### src/hw/imc_pkg.sv
// Shared constants and types of the two-wire bus master
package imc_pkg;
  // Register addresses
  localparam logic [15:0] ADDR_ENABLE = 16'h4340;
  localparam logic [15:0] ADDR_CONTROL = 16'h4342;
  localparam logic [15:0] ADDR_DATA = 16'h4344;
  localparam logic [15:0] ADDR_ICTL = 16'h4346;
  localparam logic [15:0] ADDR_STATUS = 16'h4348;
  // Field positions
  localparam int EN_ON_BIT = 0;
  localparam int CTL_START_BIT = 0;
  localparam int CTL_STOP_BIT = 1;
  localparam int CTL_FILT_BIT = 4;
  localparam int CTL_TXBUSY_BIT = 8;
  localparam int CTL_RXBUSY_BIT = 9;
  localparam int DAT_ACK_BIT = 8;
  localparam int DAT_TXE_BIT = 9;
  localparam int DAT_RXE_BIT = 10;
  localparam int DAT_RDY_BIT = 11;
  localparam int IRQ_TX_BIT = 0;
  localparam int IRQ_RX_BIT = 1;
  // Reset values
  localparam logic [15:0] REG_RESET = 16'h0000;
  localparam logic [7:0] BYTE_RESET = 8'h00;
  localparam logic [1:0] IRQ_RESET = 2'h0;
  // Timing
  localparam int CLK_NS = 10;
  localparam int QTR_NS = 2500;
  localparam int QTR_CYC = (QTR_NS + CLK_NS - 1) / CLK_NS;
  localparam int FILT_NS = 40;
  localparam int FILT_CYC = (FILT_NS + CLK_NS - 1) / CLK_NS;
  localparam int LAST_BIT = 8;

  typedef enum logic [3:0] {
    ST_IDLE = 4'b0001,
    ST_START = 4'b0010,
    ST_BITS = 4'b0100,
    ST_STOP = 4'b1000
  } imc_state_t;
endpackage

### src/hw/imc_line_if.sv
// Synchronised and filtered bus line levels
`timescale 1ns/1ps
`default_nettype none
interface imc_line_if;
  logic scl;
  logic sda;
  modport src (output scl, output sda);
  modport dst (input scl, input sda);
endinterface
`default_nettype wire

### src/hw/imc_line_filter.sv
// Pin synchroniser with optional glitch filter for both bus lines
`timescale 1ns/1ps
`default_nettype none
module imc_line_filter
  import imc_pkg::*;
(
  input wire logic clock_in,
  input wire logic rst_n_in,
  input wire logic ce_in,
  input wire logic filt_on_in,
  input wire logic scl_pin_in,
  input wire logic sda_pin_in,
  imc_line_if.src line
);
  logic [1:0] meta_r;
  logic [1:0] sync_r;
  logic [1:0] stable_r;
  logic [3:0] cnt_r [2];

  always_ff @(posedge clock_in) begin
    if (!rst_n_in) begin
      meta_r <= 2'h3;
      sync_r <= 2'h3;
    end else if (ce_in) begin
      meta_r <= {scl_pin_in, sda_pin_in};
      sync_r <= meta_r;
    end
  end

  // A change must persist for the whole window before it is accepted
  always_ff @(posedge clock_in) begin
    if (!rst_n_in) begin
      stable_r <= 2'h3;
      cnt_r[0] <= 4'h0;
      cnt_r[1] <= 4'h0;
    end else if (ce_in) begin
      for (int i = 0; i < 2; i++) begin
        if (!filt_on_in) begin // RULE4
          stable_r[i] <= sync_r[i];
          cnt_r[i] <= 4'h0;
        end else if (sync_r[i] == stable_r[i]) begin
          cnt_r[i] <= 4'h0;
        end else if (cnt_r[i] == 4'(FILT_CYC - 1)) begin // RULE4
          stable_r[i] <= sync_r[i];
          cnt_r[i] <= 4'h0;
        end else begin
          cnt_r[i] <= cnt_r[i] + 4'h1;
        end
      end
    end
  end

  assign line.scl = stable_r[1];
  assign line.sda = stable_r[0];
endmodule
`default_nettype wire

### src/hw/imc_master_top.sv
// Register-controlled two-wire bus master
`timescale 1ns/1ps
`default_nettype none
// Function
// RULE1: Enable register bit 0 turns the master on, reset clears it.
// RULE2: Control bit 9 reads 1 while a receive is pending or running.
// RULE3: Control bit 8 reads 1 while a transmit is pending or running.
// RULE4: Control bit 4 switches the input glitch filter, reset off.
// RULE5: Writing 1 to control bit 1 requests a stop condition.
// RULE6: Writing 1 to control bit 0 requests a start condition.
// RULE7: Data bit 11 reads 1 while a received byte waits.
// RULE8: Writing 1 to data bit 10 starts reception of one byte.
// RULE9: Writing 1 to data bit 9 starts transmission of the byte field.
// RULE10: Data bit 8 is the acknowledge, 0 meaning acknowledge.
// RULE11: Data bits 7 to 0 hold the byte, most significant bit first.
// RULE12: Interrupt control bit 1 enables the receive interrupt.
// RULE13: Interrupt control bit 0 enables the transmit interrupt.
// RULE14: All unused register bits read as zero.
// RULE15: Transmit and receive completion raise their interrupts.
// RULE16: Lines are open drain, acknowledge sampled on the ninth clock.
module imc_master_top
  import imc_pkg::*;
(
  input wire logic clock_in,
  input wire logic rst_n_in,
  input wire logic ce_in,
  input wire logic [15:0] addr_in,
  input wire logic [15:0] wdata_in,
  input wire logic wr_in,
  input wire logic rd_in,
  output logic [15:0] rdata_out,
  input wire logic scl_in,
  output logic scl_out,
  output logic scl_oe_out,
  input wire logic sda_in,
  output logic sda_out,
  output logic sda_oe_out,
  output logic irq_out
);
  imc_line_if line ();

  logic master_on_r;
  logic filt_on_r;
  logic start_req_r;
  logic stop_req_r;
  logic tx_req_r;
  logic rx_req_r;
  logic ack_bit_r;
  logic [7:0] byte_r;
  logic rx_rdy_r;
  logic [1:0] irq_en_r;
  logic [1:0] irq_stat_r;
  logic irq_r;
  logic [15:0] rdata_r;
  imc_state_t state_r;
  logic [1:0] phase_r;
  logic [3:0] bit_cnt_r;
  logic [7:0] shift_r;
  logic is_rx_r;
  logic ack_in_r;
  logic scl_low_r;
  logic sda_low_r;
  logic tick;
  logic idle;
  logic go_start;
  logic go_tx;
  logic go_rx;
  logic go_stop;
  logic byte_fin;
  logic tx_fin;
  logic rx_fin;
  logic tx_busy;
  logic rx_busy;
  logic wr_en;
  logic wr_ctl;
  logic wr_dat;
  logic rd_dat;

  function automatic logic hit(input logic [15:0] a, input logic [15:0] t);
    hit = (a == t);
  endfunction

  function automatic logic [15:0] read_word(input logic [15:0] a);
    read_word = 16'h0000; // RULE14
    if (hit(a, ADDR_ENABLE)) begin
      read_word[EN_ON_BIT] = master_on_r;
    end else if (hit(a, ADDR_CONTROL)) begin
      read_word[CTL_RXBUSY_BIT] = rx_busy; // RULE2
      read_word[CTL_TXBUSY_BIT] = tx_busy; // RULE3
      read_word[CTL_FILT_BIT] = filt_on_r;
      read_word[CTL_STOP_BIT] = stop_req_r || (state_r == ST_STOP);
      read_word[CTL_START_BIT] = start_req_r || (state_r == ST_START);
    end else if (hit(a, ADDR_DATA)) begin
      read_word[DAT_RDY_BIT] = rx_rdy_r; // RULE7
      read_word[DAT_RXE_BIT] = rx_busy;
      read_word[DAT_TXE_BIT] = tx_busy;
      read_word[DAT_ACK_BIT] = ack_bit_r;
      read_word[7:0] = byte_r;
    end else if (hit(a, ADDR_ICTL)) begin
      read_word[1:0] = irq_en_r;
    end else if (hit(a, ADDR_STATUS)) begin
      read_word[1:0] = irq_stat_r;
    end
  endfunction

  imc_line_filter u_filter (
    .clock_in(clock_in),
    .rst_n_in(rst_n_in),
    .ce_in(ce_in),
    .filt_on_in(filt_on_r),
    .scl_pin_in(scl_in),
    .sda_pin_in(sda_in),
    .line(line.src)
  );

  // A released clock held low by a slave stretches the bit
  imc_quarter_timer u_timer (
    .clock_in(clock_in),
    .rst_n_in(rst_n_in),
    .ce_in(ce_in),
    .run_in(!idle),
    .hold_in(!scl_low_r && !line.scl),
    .tick_out(tick)
  );

  assign wr_en = wr_in && ce_in;
  assign wr_ctl = wr_en && hit(addr_in, ADDR_CONTROL);
  assign wr_dat = wr_en && hit(addr_in, ADDR_DATA);
  assign rd_dat = rd_in && ce_in && hit(addr_in, ADDR_DATA);

  assign idle = (state_r == ST_IDLE);
  // Start first, then data, stop last, so requests queued by separate writes run in that order
  assign go_start = ce_in && idle && master_on_r && start_req_r;
  assign go_tx = ce_in && idle && master_on_r && !start_req_r && tx_req_r;
  assign go_rx = ce_in && idle && master_on_r && !start_req_r &&
                 !tx_req_r && rx_req_r;
  assign go_stop = ce_in && idle && master_on_r && !start_req_r &&
                   !tx_req_r && !rx_req_r && stop_req_r;
  assign byte_fin = tick && (state_r == ST_BITS) && (phase_r == 2'd3) &&
                    (bit_cnt_r == 4'(LAST_BIT));
  assign tx_fin = byte_fin && !is_rx_r;
  assign rx_fin = byte_fin && is_rx_r;
  assign tx_busy = tx_req_r || ((state_r == ST_BITS) && !is_rx_r);
  assign rx_busy = rx_req_r || ((state_r == ST_BITS) && is_rx_r);

  always_ff @(posedge clock_in) begin
    if (!rst_n_in) begin
      master_on_r <= 1'b0;
      filt_on_r <= 1'b0;
      irq_en_r <= IRQ_RESET;
    end else if (ce_in) begin
      if (wr_en && hit(addr_in, ADDR_ENABLE)) begin
        master_on_r <= wdata_in[EN_ON_BIT]; // RULE1
      end
      if (wr_ctl) begin
        filt_on_r <= wdata_in[CTL_FILT_BIT]; // RULE4
      end
      if (wr_en && hit(addr_in, ADDR_ICTL)) begin
        irq_en_r <= wdata_in[1:0]; // RULE12 RULE13
      end
    end
  end

  // Requests wait here until the engine takes them; a write beats the take
  always_ff @(posedge clock_in) begin
    if (!rst_n_in) begin
      start_req_r <= 1'b0;
      stop_req_r <= 1'b0;
      tx_req_r <= 1'b0;
      rx_req_r <= 1'b0;
    end else if (ce_in) begin
      if (!master_on_r) begin
        start_req_r <= 1'b0;
        stop_req_r <= 1'b0;
        tx_req_r <= 1'b0;
        rx_req_r <= 1'b0;
      end else begin
        if (wr_ctl && wdata_in[CTL_START_BIT]) begin
          start_req_r <= 1'b1; // RULE6
        end else if (go_start) begin
          start_req_r <= 1'b0;
        end
        if (wr_ctl && wdata_in[CTL_STOP_BIT]) begin
          stop_req_r <= 1'b1; // RULE5
        end else if (go_stop) begin
          stop_req_r <= 1'b0;
        end
        if (wr_dat && wdata_in[DAT_TXE_BIT]) begin
          tx_req_r <= 1'b1; // RULE9
        end else if (go_tx) begin
          tx_req_r <= 1'b0;
        end
        if (wr_dat && wdata_in[DAT_RXE_BIT]) begin
          rx_req_r <= 1'b1; // RULE8
        end else if (go_rx) begin
          rx_req_r <= 1'b0;
        end
      end
    end
  end

  // Byte field and acknowledge are frozen while a byte is on the wire
  always_ff @(posedge clock_in) begin
    if (!rst_n_in) begin
      byte_r <= BYTE_RESET;
      ack_bit_r <= 1'b0;
      rx_rdy_r <= 1'b0;
    end else if (ce_in) begin
      if (rx_fin) begin
        byte_r <= shift_r; // RULE11
      end else if (wr_dat && !tx_busy && !rx_busy) begin
        byte_r <= wdata_in[7:0]; // RULE11
      end
      if (tx_fin) begin
        ack_bit_r <= ack_in_r; // RULE10
      end else if (wr_dat && !tx_busy && !rx_busy) begin
        ack_bit_r <= wdata_in[DAT_ACK_BIT]; // RULE10
      end
      if (rx_fin) begin
        rx_rdy_r <= 1'b1; // RULE7
      end else if (rd_dat || go_rx) begin
        rx_rdy_r <= 1'b0;
      end
    end
  end

  always_ff @(posedge clock_in) begin
    if (!rst_n_in) begin
      irq_stat_r <= IRQ_RESET;
      irq_r <= 1'b0;
    end else if (ce_in) begin
      for (int i = 0; i < 2; i++) begin
        if ((i == IRQ_TX_BIT) ? tx_fin : rx_fin) begin
          irq_stat_r[i] <= 1'b1; // RULE15
        end else if (wr_en && hit(addr_in, ADDR_STATUS) && wdata_in[i]) begin
          irq_stat_r[i] <= 1'b0;
        end
      end
      irq_r <= |(irq_stat_r & irq_en_r); // RULE12 RULE13
    end
  end

  always_ff @(posedge clock_in) begin
    if (!rst_n_in) begin
      rdata_r <= REG_RESET;
    end else if (ce_in) begin
      rdata_r <= rd_in ? read_word(addr_in) : REG_RESET;
    end
  end

  // Bus engine: four quarter periods per condition or bit
  always_ff @(posedge clock_in) begin
    if (!rst_n_in) begin
      state_r <= ST_IDLE;
      phase_r <= 2'd0;
      bit_cnt_r <= 4'h0;
      shift_r <= BYTE_RESET;
      is_rx_r <= 1'b0;
      ack_in_r <= 1'b0;
      scl_low_r <= 1'b0;
      sda_low_r <= 1'b0;
    end else if (ce_in) begin
      if (!master_on_r) begin
        state_r <= ST_IDLE;
        phase_r <= 2'd0;
        scl_low_r <= 1'b0;
        sda_low_r <= 1'b0;
      end else begin
        unique case (state_r)
          ST_IDLE: begin
            phase_r <= 2'd0;
            bit_cnt_r <= 4'h0;
            if (go_start) begin
              state_r <= ST_START;
            end else if (go_tx || go_rx) begin
              state_r <= ST_BITS;
              is_rx_r <= go_rx;
              shift_r <= byte_r;
            end else if (go_stop && scl_low_r) begin
              // Only a bus this master holds can be stopped cleanly
              state_r <= ST_STOP;
            end
          end
          ST_START: begin
            if (tick) begin
              phase_r <= phase_r + 2'd1;
              unique case (phase_r)
                2'd0: sda_low_r <= 1'b0;
                2'd1: scl_low_r <= 1'b0;
                2'd2: sda_low_r <= 1'b1; // RULE6
                2'd3: begin
                  scl_low_r <= 1'b1;
                  state_r <= ST_IDLE;
                end
              endcase
            end
          end
          ST_BITS: begin
            if (tick) begin
              phase_r <= phase_r + 2'd1;
              unique case (phase_r)
                2'd0: begin
                  if (bit_cnt_r == 4'(LAST_BIT)) begin
                    sda_low_r <= is_rx_r && !ack_bit_r; // RULE10
                  end else begin
                    sda_low_r <= !is_rx_r && !shift_r[7]; // RULE16
                  end
                end
                2'd1: scl_low_r <= 1'b0;
                2'd2: begin
                  if (bit_cnt_r == 4'(LAST_BIT)) begin
                    ack_in_r <= line.sda; // RULE16
                  end else begin
                    shift_r <= {shift_r[6:0], line.sda};
                  end
                end
                2'd3: begin
                  scl_low_r <= 1'b1;
                  bit_cnt_r <= bit_cnt_r + 4'h1;
                  if (byte_fin) begin
                    state_r <= ST_IDLE;
                  end
                end
              endcase
            end
          end
          ST_STOP: begin
            if (tick) begin
              phase_r <= phase_r + 2'd1;
              unique case (phase_r)
                2'd0: sda_low_r <= 1'b1;
                2'd1: scl_low_r <= 1'b0;
                2'd2: sda_low_r <= 1'b0; // RULE5
                2'd3: state_r <= ST_IDLE;
              endcase
            end
          end
          default: state_r <= ST_IDLE;
        endcase
      end
    end
  end

  // Open drain: pull low or release, never drive high
  assign scl_out = 1'b0; // RULE16
  assign sda_out = 1'b0;
  assign scl_oe_out = scl_low_r;
  assign sda_oe_out = sda_low_r;
  assign rdata_out = rdata_r;
  assign irq_out = irq_r;
endmodule
`default_nettype wire

### src/hw/imc_quarter_timer.sv
// Quarter bit period tick generator with clock stretch hold
`timescale 1ns/1ps
`default_nettype none
module imc_quarter_timer
  import imc_pkg::*;
(
  input wire logic clock_in,
  input wire logic rst_n_in,
  input wire logic ce_in,
  input wire logic run_in,
  input wire logic hold_in,
  output logic tick_out
);
  logic [8:0] cnt_r;

  always_ff @(posedge clock_in) begin
    if (!rst_n_in) begin
      cnt_r <= 9'h000;
    end else if (ce_in) begin
      if (!run_in || tick_out) begin
        cnt_r <= 9'h000;
      end else if (!hold_in) begin
        cnt_r <= cnt_r + 9'h001;
      end
    end
  end

  assign tick_out = ce_in && run_in && !hold_in &&
                    (cnt_r == 9'(QTR_CYC - 1));
endmodule
`default_nettype wire

### config.mk
export PLATFORM = sky130hd
export DESIGN_NAME = imc_master_top
export DESIGN_NICKNAME = d
export VERILOG_FILES = /design/src/hw/imc_pkg.sv /design/src/hw/imc_line_if.sv /design/src/hw/imc_line_filter.sv /design/src/hw/imc_master_top.sv /design/src/hw/imc_quarter_timer.sv
export SDC_FILE = /design/constraint.sdc
export NUM_CORES = 1
export LEC_CHECK = 0
export BUFFER_PORTS_ARGS = -buffer_cell sky130_fd_sc_hd__buf_2
export CORE_MARGIN = 3
export CORE_UTILIZATION = 30
export CTS_CLUSTER_SIZE = 24
export DETAILED_ROUTE_END_ITERATION = 7
export SKIP_CTS_REPAIR_TIMING = 1
export SYNTH_ARGS = -nofsm -noshare
export SYNTH_HDL_FRONTEND = slang
export SYNTH_SLANG_ARGS = --single-unit
### constraint.sdc
create_clock -name clock_in -period 2.65 [get_ports clock_in]
set_clock_uncertainty 0.2 [all_clocks]
set_input_delay 0.1325 -clock clock_in [delete_from_list [all_inputs] [get_ports clock_in]]
set_output_delay 0.1325 -clock clock_in [all_outputs]
set_load 0.01 [all_outputs]
After elaboration in Yosys (flattened, before gate mapping)

Memory sizes are Yosys's and may differ from the RTL's.
Index checks and enable logic that the tools add are counted.

Bitwise gates (word level): 10
Reductions and logical operators: 92
Muxes and demuxes: 127
Equality and inequality tests: 51
$add $sub $neg: 5

Operators with widths:

| kind                                                                     | count |
|---|---|
| 16-bit by 15-bit equality test with 1-bit output (second input constant) | 5 |
| 1-bit 2-to-1 mux                                                         | 77 |
| 4-bit 2-to-1 mux                                                         | 19 |
| 8-bit 2-to-1 mux                                                         | 7 |
| 1-bit logical AND                                                        | 39 |
| 3-bit by 2-bit != test with 1-bit output (second input constant)         | 9 |
| 2-bit AND reduction                                                      | 13 |
| 2-bit 2-to-1 mux                                                         | 9 |
| 9-bit 2-to-1 mux                                                         | 2 |
| 8-bit one-hot mux with 2 select lines                                    | 1 |
| 8-bit AND reduction                                                      | 2 |
| 4-bit by 1-bit adder with 4-bit output (second input constant)           | 3 |
| 4-bit by 2-bit equality test with 1-bit output (second input constant)   | 3 |
| 1-bit logical NOT                                                        | 12 |
| 12-bit 2-to-1 mux                                                        | 1 |
| 2-bit != test (second input constant)                                    | 6 |
| 3-bit by 1-bit != test with 1-bit output (second input constant)         | 4 |
| 3-bit != test (second input constant)                                    | 4 |
| 4-bit by 2-bit != test with 1-bit output (second input constant)         | 3 |
| 4-bit one-hot mux with 3 select lines                                    | 1 |
| 6-bit AND reduction                                                      | 2 |
| 2-bit nonzero test                                                       | 6 |
| 11-bit 2-to-1 mux                                                        | 1 |
| 10-bit 2-to-1 mux                                                        | 1 |
| other kinds (27)                                                         | 55 |

Bits in writable memories: 8
Memories: 1
Register bits after elaboration: 74
Output and inout port bits: 21
Input port bits: 39

Memories:

| name           | words | width | read ports | clocked after memory_dff | write ports | RTL line              | RTL |
|---|---|---|---|---|---|---|---|
| u_filter.cnt_r | 2     | 4     | 2          | 0                        | 2           | imc_line_filter.sv:18 | `logic [3:0] cnt_r [2];` |

Depth between registers and ports, before layout

Depth in word-level cells: 13
Mapped depth: 9

Cells and area by module

A second synthesis with hierarchy kept.

Cells, all modules: 480
Area total of the unflattened synthesis: 4185.3 um2

By module, submodules not included:

| module            | seq. area each (um2) | instances | cells each | area each (um2) |
|---|---|---|---|---|
| imc_master_top    | 1101.1               | 1         | 368        | 3031.7 |
| imc_line_filter   | 360.3                | 1         | 61         | 661.9 |
| imc_quarter_timer | 180.2                | 1         | 51         | 491.7 |

Least setup slack after synthesis

OpenSTA, ideal clock, no wires.

Kind: reg2reg
Start: reg state_r[0]
End: reg shift_r[0]
Stages on the path, launching flop included: 9
Setup time: 0.126 ns
Path slack: 0.448 ns
Arrival: 1.876 ns
Period minus slack after synthesis: 2.202 ns
Cell sequence: dfxtp_1 > buf_4 > or4b_1 > buf_2 > or3_4 > nor2_8 > or2_1 > buf_6 > a21oi_2

Longest elaborated chain between the ends: 9

Ends and longest elaborated chain:

| element                                                   | RTL line                                                            | RTL |
|---|---|---|
| start: declaration                                        | imc_master_top.sv:55                                                | `imc_state_t state_r;` |
| start signal: assignment                                  | imc_master_top.sv:254                                               | `state_r <= ST_IDLE;` |
| start signal: assignment                                  | imc_master_top.sv:264                                               | `state_r <= ST_IDLE;` |
| start signal: assignment                                  | imc_master_top.sv:274                                               | `state_r <= ST_START;` |
| 4-bit by 1-bit equality test with 1-bit output            | imc_master_top.sv:131, imc_master_top.sv:269                        |  |
| 1-bit logical AND (2 in a row)                            | imc_master_top.sv:133, imc_master_top.sv:134, imc_master_top.sv:135 |  |
| 1-bit logical AND                                         | imc_master_top.sv:134, imc_master_top.sv:135                        |  |
| 1-bit logical AND                                         | imc_master_top.sv:135                                               | `assign go_rx = ce_in && idle && master_on_r && !start_req_r &&` |
| 1-bit logical AND                                         | imc_master_top.sv:136                                               | `!tx_req_r && rx_req_r;` |
| 1-bit logical OR                                          | imc_master_top.sv:275                                               | `end else if (go_tx \|\| go_rx) begin` |
| 2-bit by 1-bit != test with 1-bit output (no source line) | n/a                                                                 |  |
| 8-bit AND reduction (no source line)                      | n/a                                                                 |  |
| end signal: assignment                                    | imc_master_top.sv:278                                               | `shift_r <= byte_r;` |
| end signal: assignment                                    | imc_master_top.sv:314                                               | `shift_r <= {shift_r[6:0], line.sda};` |
| end: declaration                                          | imc_master_top.sv:58                                                | `logic [7:0] shift_r;` |

Parallel ways exist; a longest one is shown, timed or not.
A chain may end at the register's enable or synchronous reset.

Worst setup path in the final report

Start: reg state_r[1]
End: reg byte_r[7]

Longest elaborated chain between the ends: 11

Ends and longest elaborated chain:

| element                                        | RTL line                | RTL |
|---|---|---|
| 4-bit by 1-bit equality test with 1-bit output | imc_master_top.sv:131   | `assign idle = (state_r == ST_IDLE);` |
| 1-bit logical NOT                              | imc_master_top.sv:121   | `.run_in(!idle),` |
| 1-bit logical AND (3 in a row)                 | imc_quarter_timer.sv:28 | `assign tick_out = ce_in && run_in && !hold_in &&` |
| 1-bit logical AND (3 in a row)                 | imc_master_top.sv:139   | `assign byte_fin = tick && (state_r == ST_BITS) && (phase_r == 2'd3) &&` |
| 1-bit logical AND                              | imc_master_top.sv:142   | `assign rx_fin = byte_fin && is_rx_r;` |
| 2-bit nonzero test (no source line)            | n/a                     |  |
| 2-bit AND reduction (no source line)           | n/a                     |  |
| end signal: assignment                         | imc_master_top.sv:210   | `byte_r <= shift_r;` |
| end signal: assignment                         | imc_master_top.sv:212   | `byte_r <= wdata_in[7:0];` |
| end: declaration                               | imc_master_top.sv:49    | `logic [7:0] byte_r;` |

Parallel ways exist; a longest one is shown, timed or not.

==> impl_metrics.toml <==
[outcome]
status = "complete, no violations"

[worst_setup_path]
timing_worst_setup_path_type = "register to register"
crit-reg2reg-launch = "state_r[1]$_SDFFE_PN0P_"
critical_path.endpoint_type = "register"
timing.critical_path.required_ns = 2.65
worst-endpoint-arrival_ns = 2.44
r2r.worst_path.cells = 6
worstPathMaxFanout = 11
regToRegEndpoint = "byte_r[7]$_SDFFE_PN0P_"
rrSetupSlack_ns = 0.21
startpoint_type = "register"

[yosys]
distinct_cells_synth = 69
netlist.top_cell.by_area = "sky130_fd_sc_hd__dfxtp_1"
synth.top_cell.area_share_pct = 34.23
syn-mean-instance-area_um2 = 8.958
synth_cells = 457
synth_area_leaders = "sky130_fd_sc_hd__dfxtp_1, sky130_fd_sc_hd__mux2i_1, sky130_fd_sc_hd__edfxtp_1, sky130_fd_sc_hd__nand2_1, sky130_fd_sc_hd__ha_1"
synth.yosys.warnings = 0
synth-edff-count = 8
postSynth.asyncResetShare_pct = 0
ys_ff_latch = 78
yosys_most_used_dff = "sky130_fd_sc_hd__dfxtp_1"
cell_area_synth_um2 = 4094
seq_area_frac_synth_pct = 40.10

[timing]
max_freq_ghz = 0.4103
slew_of_the_pin_with_the_lowest_slew_margin_ns = 0.6095
relSlewSlack_pct = 59.09
layout_min_cycle_time_ns = 2.437
report.final.setup_viol = 0
final_max_slew_viol_count = 0
finalHoldViolCount = 0
finalSetupTns_ns = 0
timing.final.crit_share_pct = 91.98
setup_repair_after_global_routing_missed_its_margin = "false"

[cts]
cts.path.max_buffers = 2
clock-sinks = 78
cts_max_level = 3
tritoncts = "done"
clk-insertion-delay-late_ns = 0.34
clock_transition_at_the_registers_of_the_reported_paths_ns = 0.06
clockRootBuffer = "sky130_fd_sc_hd__clkbuf_16"
tritoncts_buffer_count = 9

[worst_hold_path]
min_to = "phase_r[1]$_SDFFE_PN0P_"
whs_path_depth = 3
hold_path_start = "ce_in"
min-delay-path-class = "primary input to register"

[place]
place.detailed.hpwl_um = 7585
placement.io_buffers = 48
gp_congestion = 0.8297
placed_cell_area_um2 = 4526

[route]
vias_per_cell = 5.065
postRouteAntennaNets = 0
highest-signal-layer = "met4"
drt-pass1-iter-count = 6
num_vias = 3576
route.met2.wl_um = 4807
finalWirelength_um = 10280
wl_met3_um = 645
met1Wirelength_um = 4548
avgRoutedWirePerCell_um = 14.56
number_of_drc_markers_in_iteration_0 = 260
number_of_design_rule_violations_left_after_detail_routing = 0

[power_and_ir_drop]
power_per_cell_area_nw_per_um2 = 516.7
internal_power_uw = 2000
sw_frac_of_total_pct = 22.53
p_seq_share_pct = 47.0
power.combinational.fraction_pct = 6.1
power.leakage_uw = 0.001924
clock_power_share_pct = 46.9
power.switching_uw = 581.8
vdd_drop_max_uv = 283.1

[final_layout]
stdcell_area_um2 = 4997
layout-drive-gt1-share_pct = 18.87
area.growth.synth_to_final_pct = 22.07
antenna_cells = 0
nNetsFinal = 574
fill_cells = 1330

[global_route]
grt_first_pass_wirelength_um = 16490
largest_net_degree_at_the_start_of_global_routing = 38
globalRoute.totalOverflow = 0
global_route.usage.total_pct = 13.94
first_global_vias = 3330
antenna_found_initial = 0

[floorplanning]
num_rows = 42
initial_core_util_pct = 30.79
placeableCoreArea_um2 = 13300
boundaryPins = 60
die_y_um = 122.8
die_x_um = 122.8
die_area_um2 = 15080

[job]
cap_viol_max_count = 0
==> cell families after synthesis <==
kind of cell	count (synthesis)	synth area share [%]
compound gates	108	17.51
flops	78	40.10
fa+ha+maj	10	3.056
xor+xnor	15	3.209
simple gates	165	22.34
mux	33	8.130
buf+inv	47	5.562
other cells	1	0.09160
==> cell type report <==
| cell class | count | area, µm² | area share [%] |
|---|---|---|---|
| Clock buffer | 10 | 229.0 | 4.582 |
| Inverter | 18 | 67.56 | 1.352 |
| Timing Repair Buffer | 81 | 533.0 | 10.67 |
| Clock inverter | 6 | 62.56 | 1.252 |
| Multi-Input combinational cell | 337 | 2243 | 44.89 |
| Sequential cell | 78 | 1642 | 32.85 |
| Tap cell | 176 | 220.2 | 4.407 |
==> synthesized netlist by cell type (all sizes together), types with 3 or more instances <==
cell	instances
nand4	11
mux2i	31
nand2	46
xor2	9
a22o	7
a21oi	31
o21ai	30
ha	10
clkbuf	10
a22oi	4
o21a	4
edfxtp	8
or2	3
o31ai	10
nor2b	10
a21o	3
nor4b	7
nand3	13
and3	4
or3	6
buf	19
nor2	33
xnor2	6
nor4	3
nor3	8
a211oi	3
or4b	4
dfxtp	70
inv	18
and4	4
==> through the flow <==
| stage | util (%) | cells | total power, µW | worst slack, ns | hold slack, ns |
|---|---|---|---|---|---|
| floorplan | - | 462 | 1325 | 0.4478 | 0.06089 |
| global placement | 34.04 | 672 | 1374 | 0.2972 | 0.1486 |
| detailed placement | 34.04 | 672 | 1378 | 0.2567 | 0.1558 |
| CTS | 36.23 | 688 | 2594 | 0.2050 | -0.1912 |
| global route | 37.59 | 706 | 2676 | 0.1193 | 0.1008 |
| finish | 37.59 | 706 | 2582 | 0.2125 | 0.06755 |
==> registers in the layout, indices dropped and copies added, names as in the netlist, 2 cells and up <==
signal,cells
bit_cnt_r,4
byte_r,8
irq_en_r,2
irq_stat_r,2
phase_r,2
rdata_out,12
shift_r,8
state_r,4
u_filter.cnt_r,8
u_filter.meta_r,2
u_filter.stable_r,2
u_filter.sync_r,2
u_timer.cnt_r,9
==> metal layers <==
metal	vias to the layer above	track usage (%)
met5	-	0
met3	19	3.041
li1	1785	-
met1	1653	17.28
met2	119	23.16
met4	0	6.158
==> how the worst max path moves through the flow <==
stage / cells past startpoint / start / endpoint / slack (ns)
final: 6 / state_r[1]$_SDFFE_PN0P_ / byte_r[7]$_SDFFE_PN0P_ / 0.21
after detailed placement: 6 / state_r[1]$_SDFFE_PN0P_ / shift_r[5]$_SDFFE_PN0P_ / 0.26
after floorplan: 8 / state_r[0]$_SDFFE_PN1P_ / shift_r[0]$_SDFFE_PN0P_ / 0.45
after CTS: 6 / state_r[1]$_SDFFE_PN0P_ / byte_r[7]$_SDFFE_PN0P_ / 0.21
after global placement: 6 / state_r[1]$_SDFFE_PN0P_ / byte_r[3]$_SDFFE_PN0P_ / 0.30
after global routing: 6 / state_r[1]$_SDFFE_PN0P_ / byte_r[0]$_SDFFE_PN0P_ / 0.12
==> power by group through the flow <==
stage               combinational [µW]  clock, µW  sequential, µW
floorplan                         88.2          0            1240
global placement                   135          0            1240
detailed placement                 138          0            1240
CTS                                139       1240            1210
global route                       177       1280            1210
finish                             158       1210            1210
==> critical path: stages (launching register included) <==
cell and delay [ns]:
sky130_fd_sc_hd__dfxtp_1 0.56, sky130_fd_sc_hd__or4b_1 0.22, sky130_fd_sc_hd__buf_4 0.15, sky130_fd_sc_hd__and4_4 0.22
sky130_fd_sc_hd__or4b_1 0.66, sky130_fd_sc_hd__o21ai_1 0.23, sky130_fd_sc_hd__a21oi_1 0.07
==> cells in the final DEF, fill, tap and decap left out, types with 4 or more instances in the layout <==
cell	synthesis	final
sky130_fd_sc_hd__dfxtp_1	70	70
sky130_fd_sc_hd__and3_1	4	4
sky130_fd_sc_hd__a22oi_1	4	4
sky130_fd_sc_hd__a21oi_2	8	8
sky130_fd_sc_hd__nor2b_1	10	10
sky130_fd_sc_hd__a21oi_1	23	23
sky130_fd_sc_hd__xor2_1	9	9
sky130_fd_sc_hd__a22o_1	7	7
sky130_fd_sc_hd__buf_4	7	15
sky130_fd_sc_hd__nor3_1	8	8
sky130_fd_sc_hd__buf_2	8	48
sky130_fd_sc_hd__o21ai_0	20	20
sky130_fd_sc_hd__o21ai_1	9	9
sky130_fd_sc_hd__or3_1	5	5
sky130_fd_sc_hd__o21a_1	4	4
sky130_fd_sc_hd__nand2_1	46	46
sky130_fd_sc_hd__nor4b_1	5	5
sky130_fd_sc_hd__edfxtp_1	8	8
sky130_fd_sc_hd__nand3_1	13	13
sky130_fd_sc_hd__dlygate4sd3_1	0	18
sky130_fd_sc_hd__conb_1	1	6
sky130_fd_sc_hd__inv_1	18	18
sky130_fd_sc_hd__nand4_1	11	11
sky130_fd_sc_hd__xnor2_1	6	6
sky130_fd_sc_hd__o31ai_1	10	10
sky130_fd_sc_hd__nor2_1	32	32
sky130_fd_sc_hd__clkbuf_16	0	9
sky130_fd_sc_hd__mux2i_1	31	31
sky130_fd_sc_hd__ha_1	10	10
Note: power is estimated with default switching activity, not from simulation.
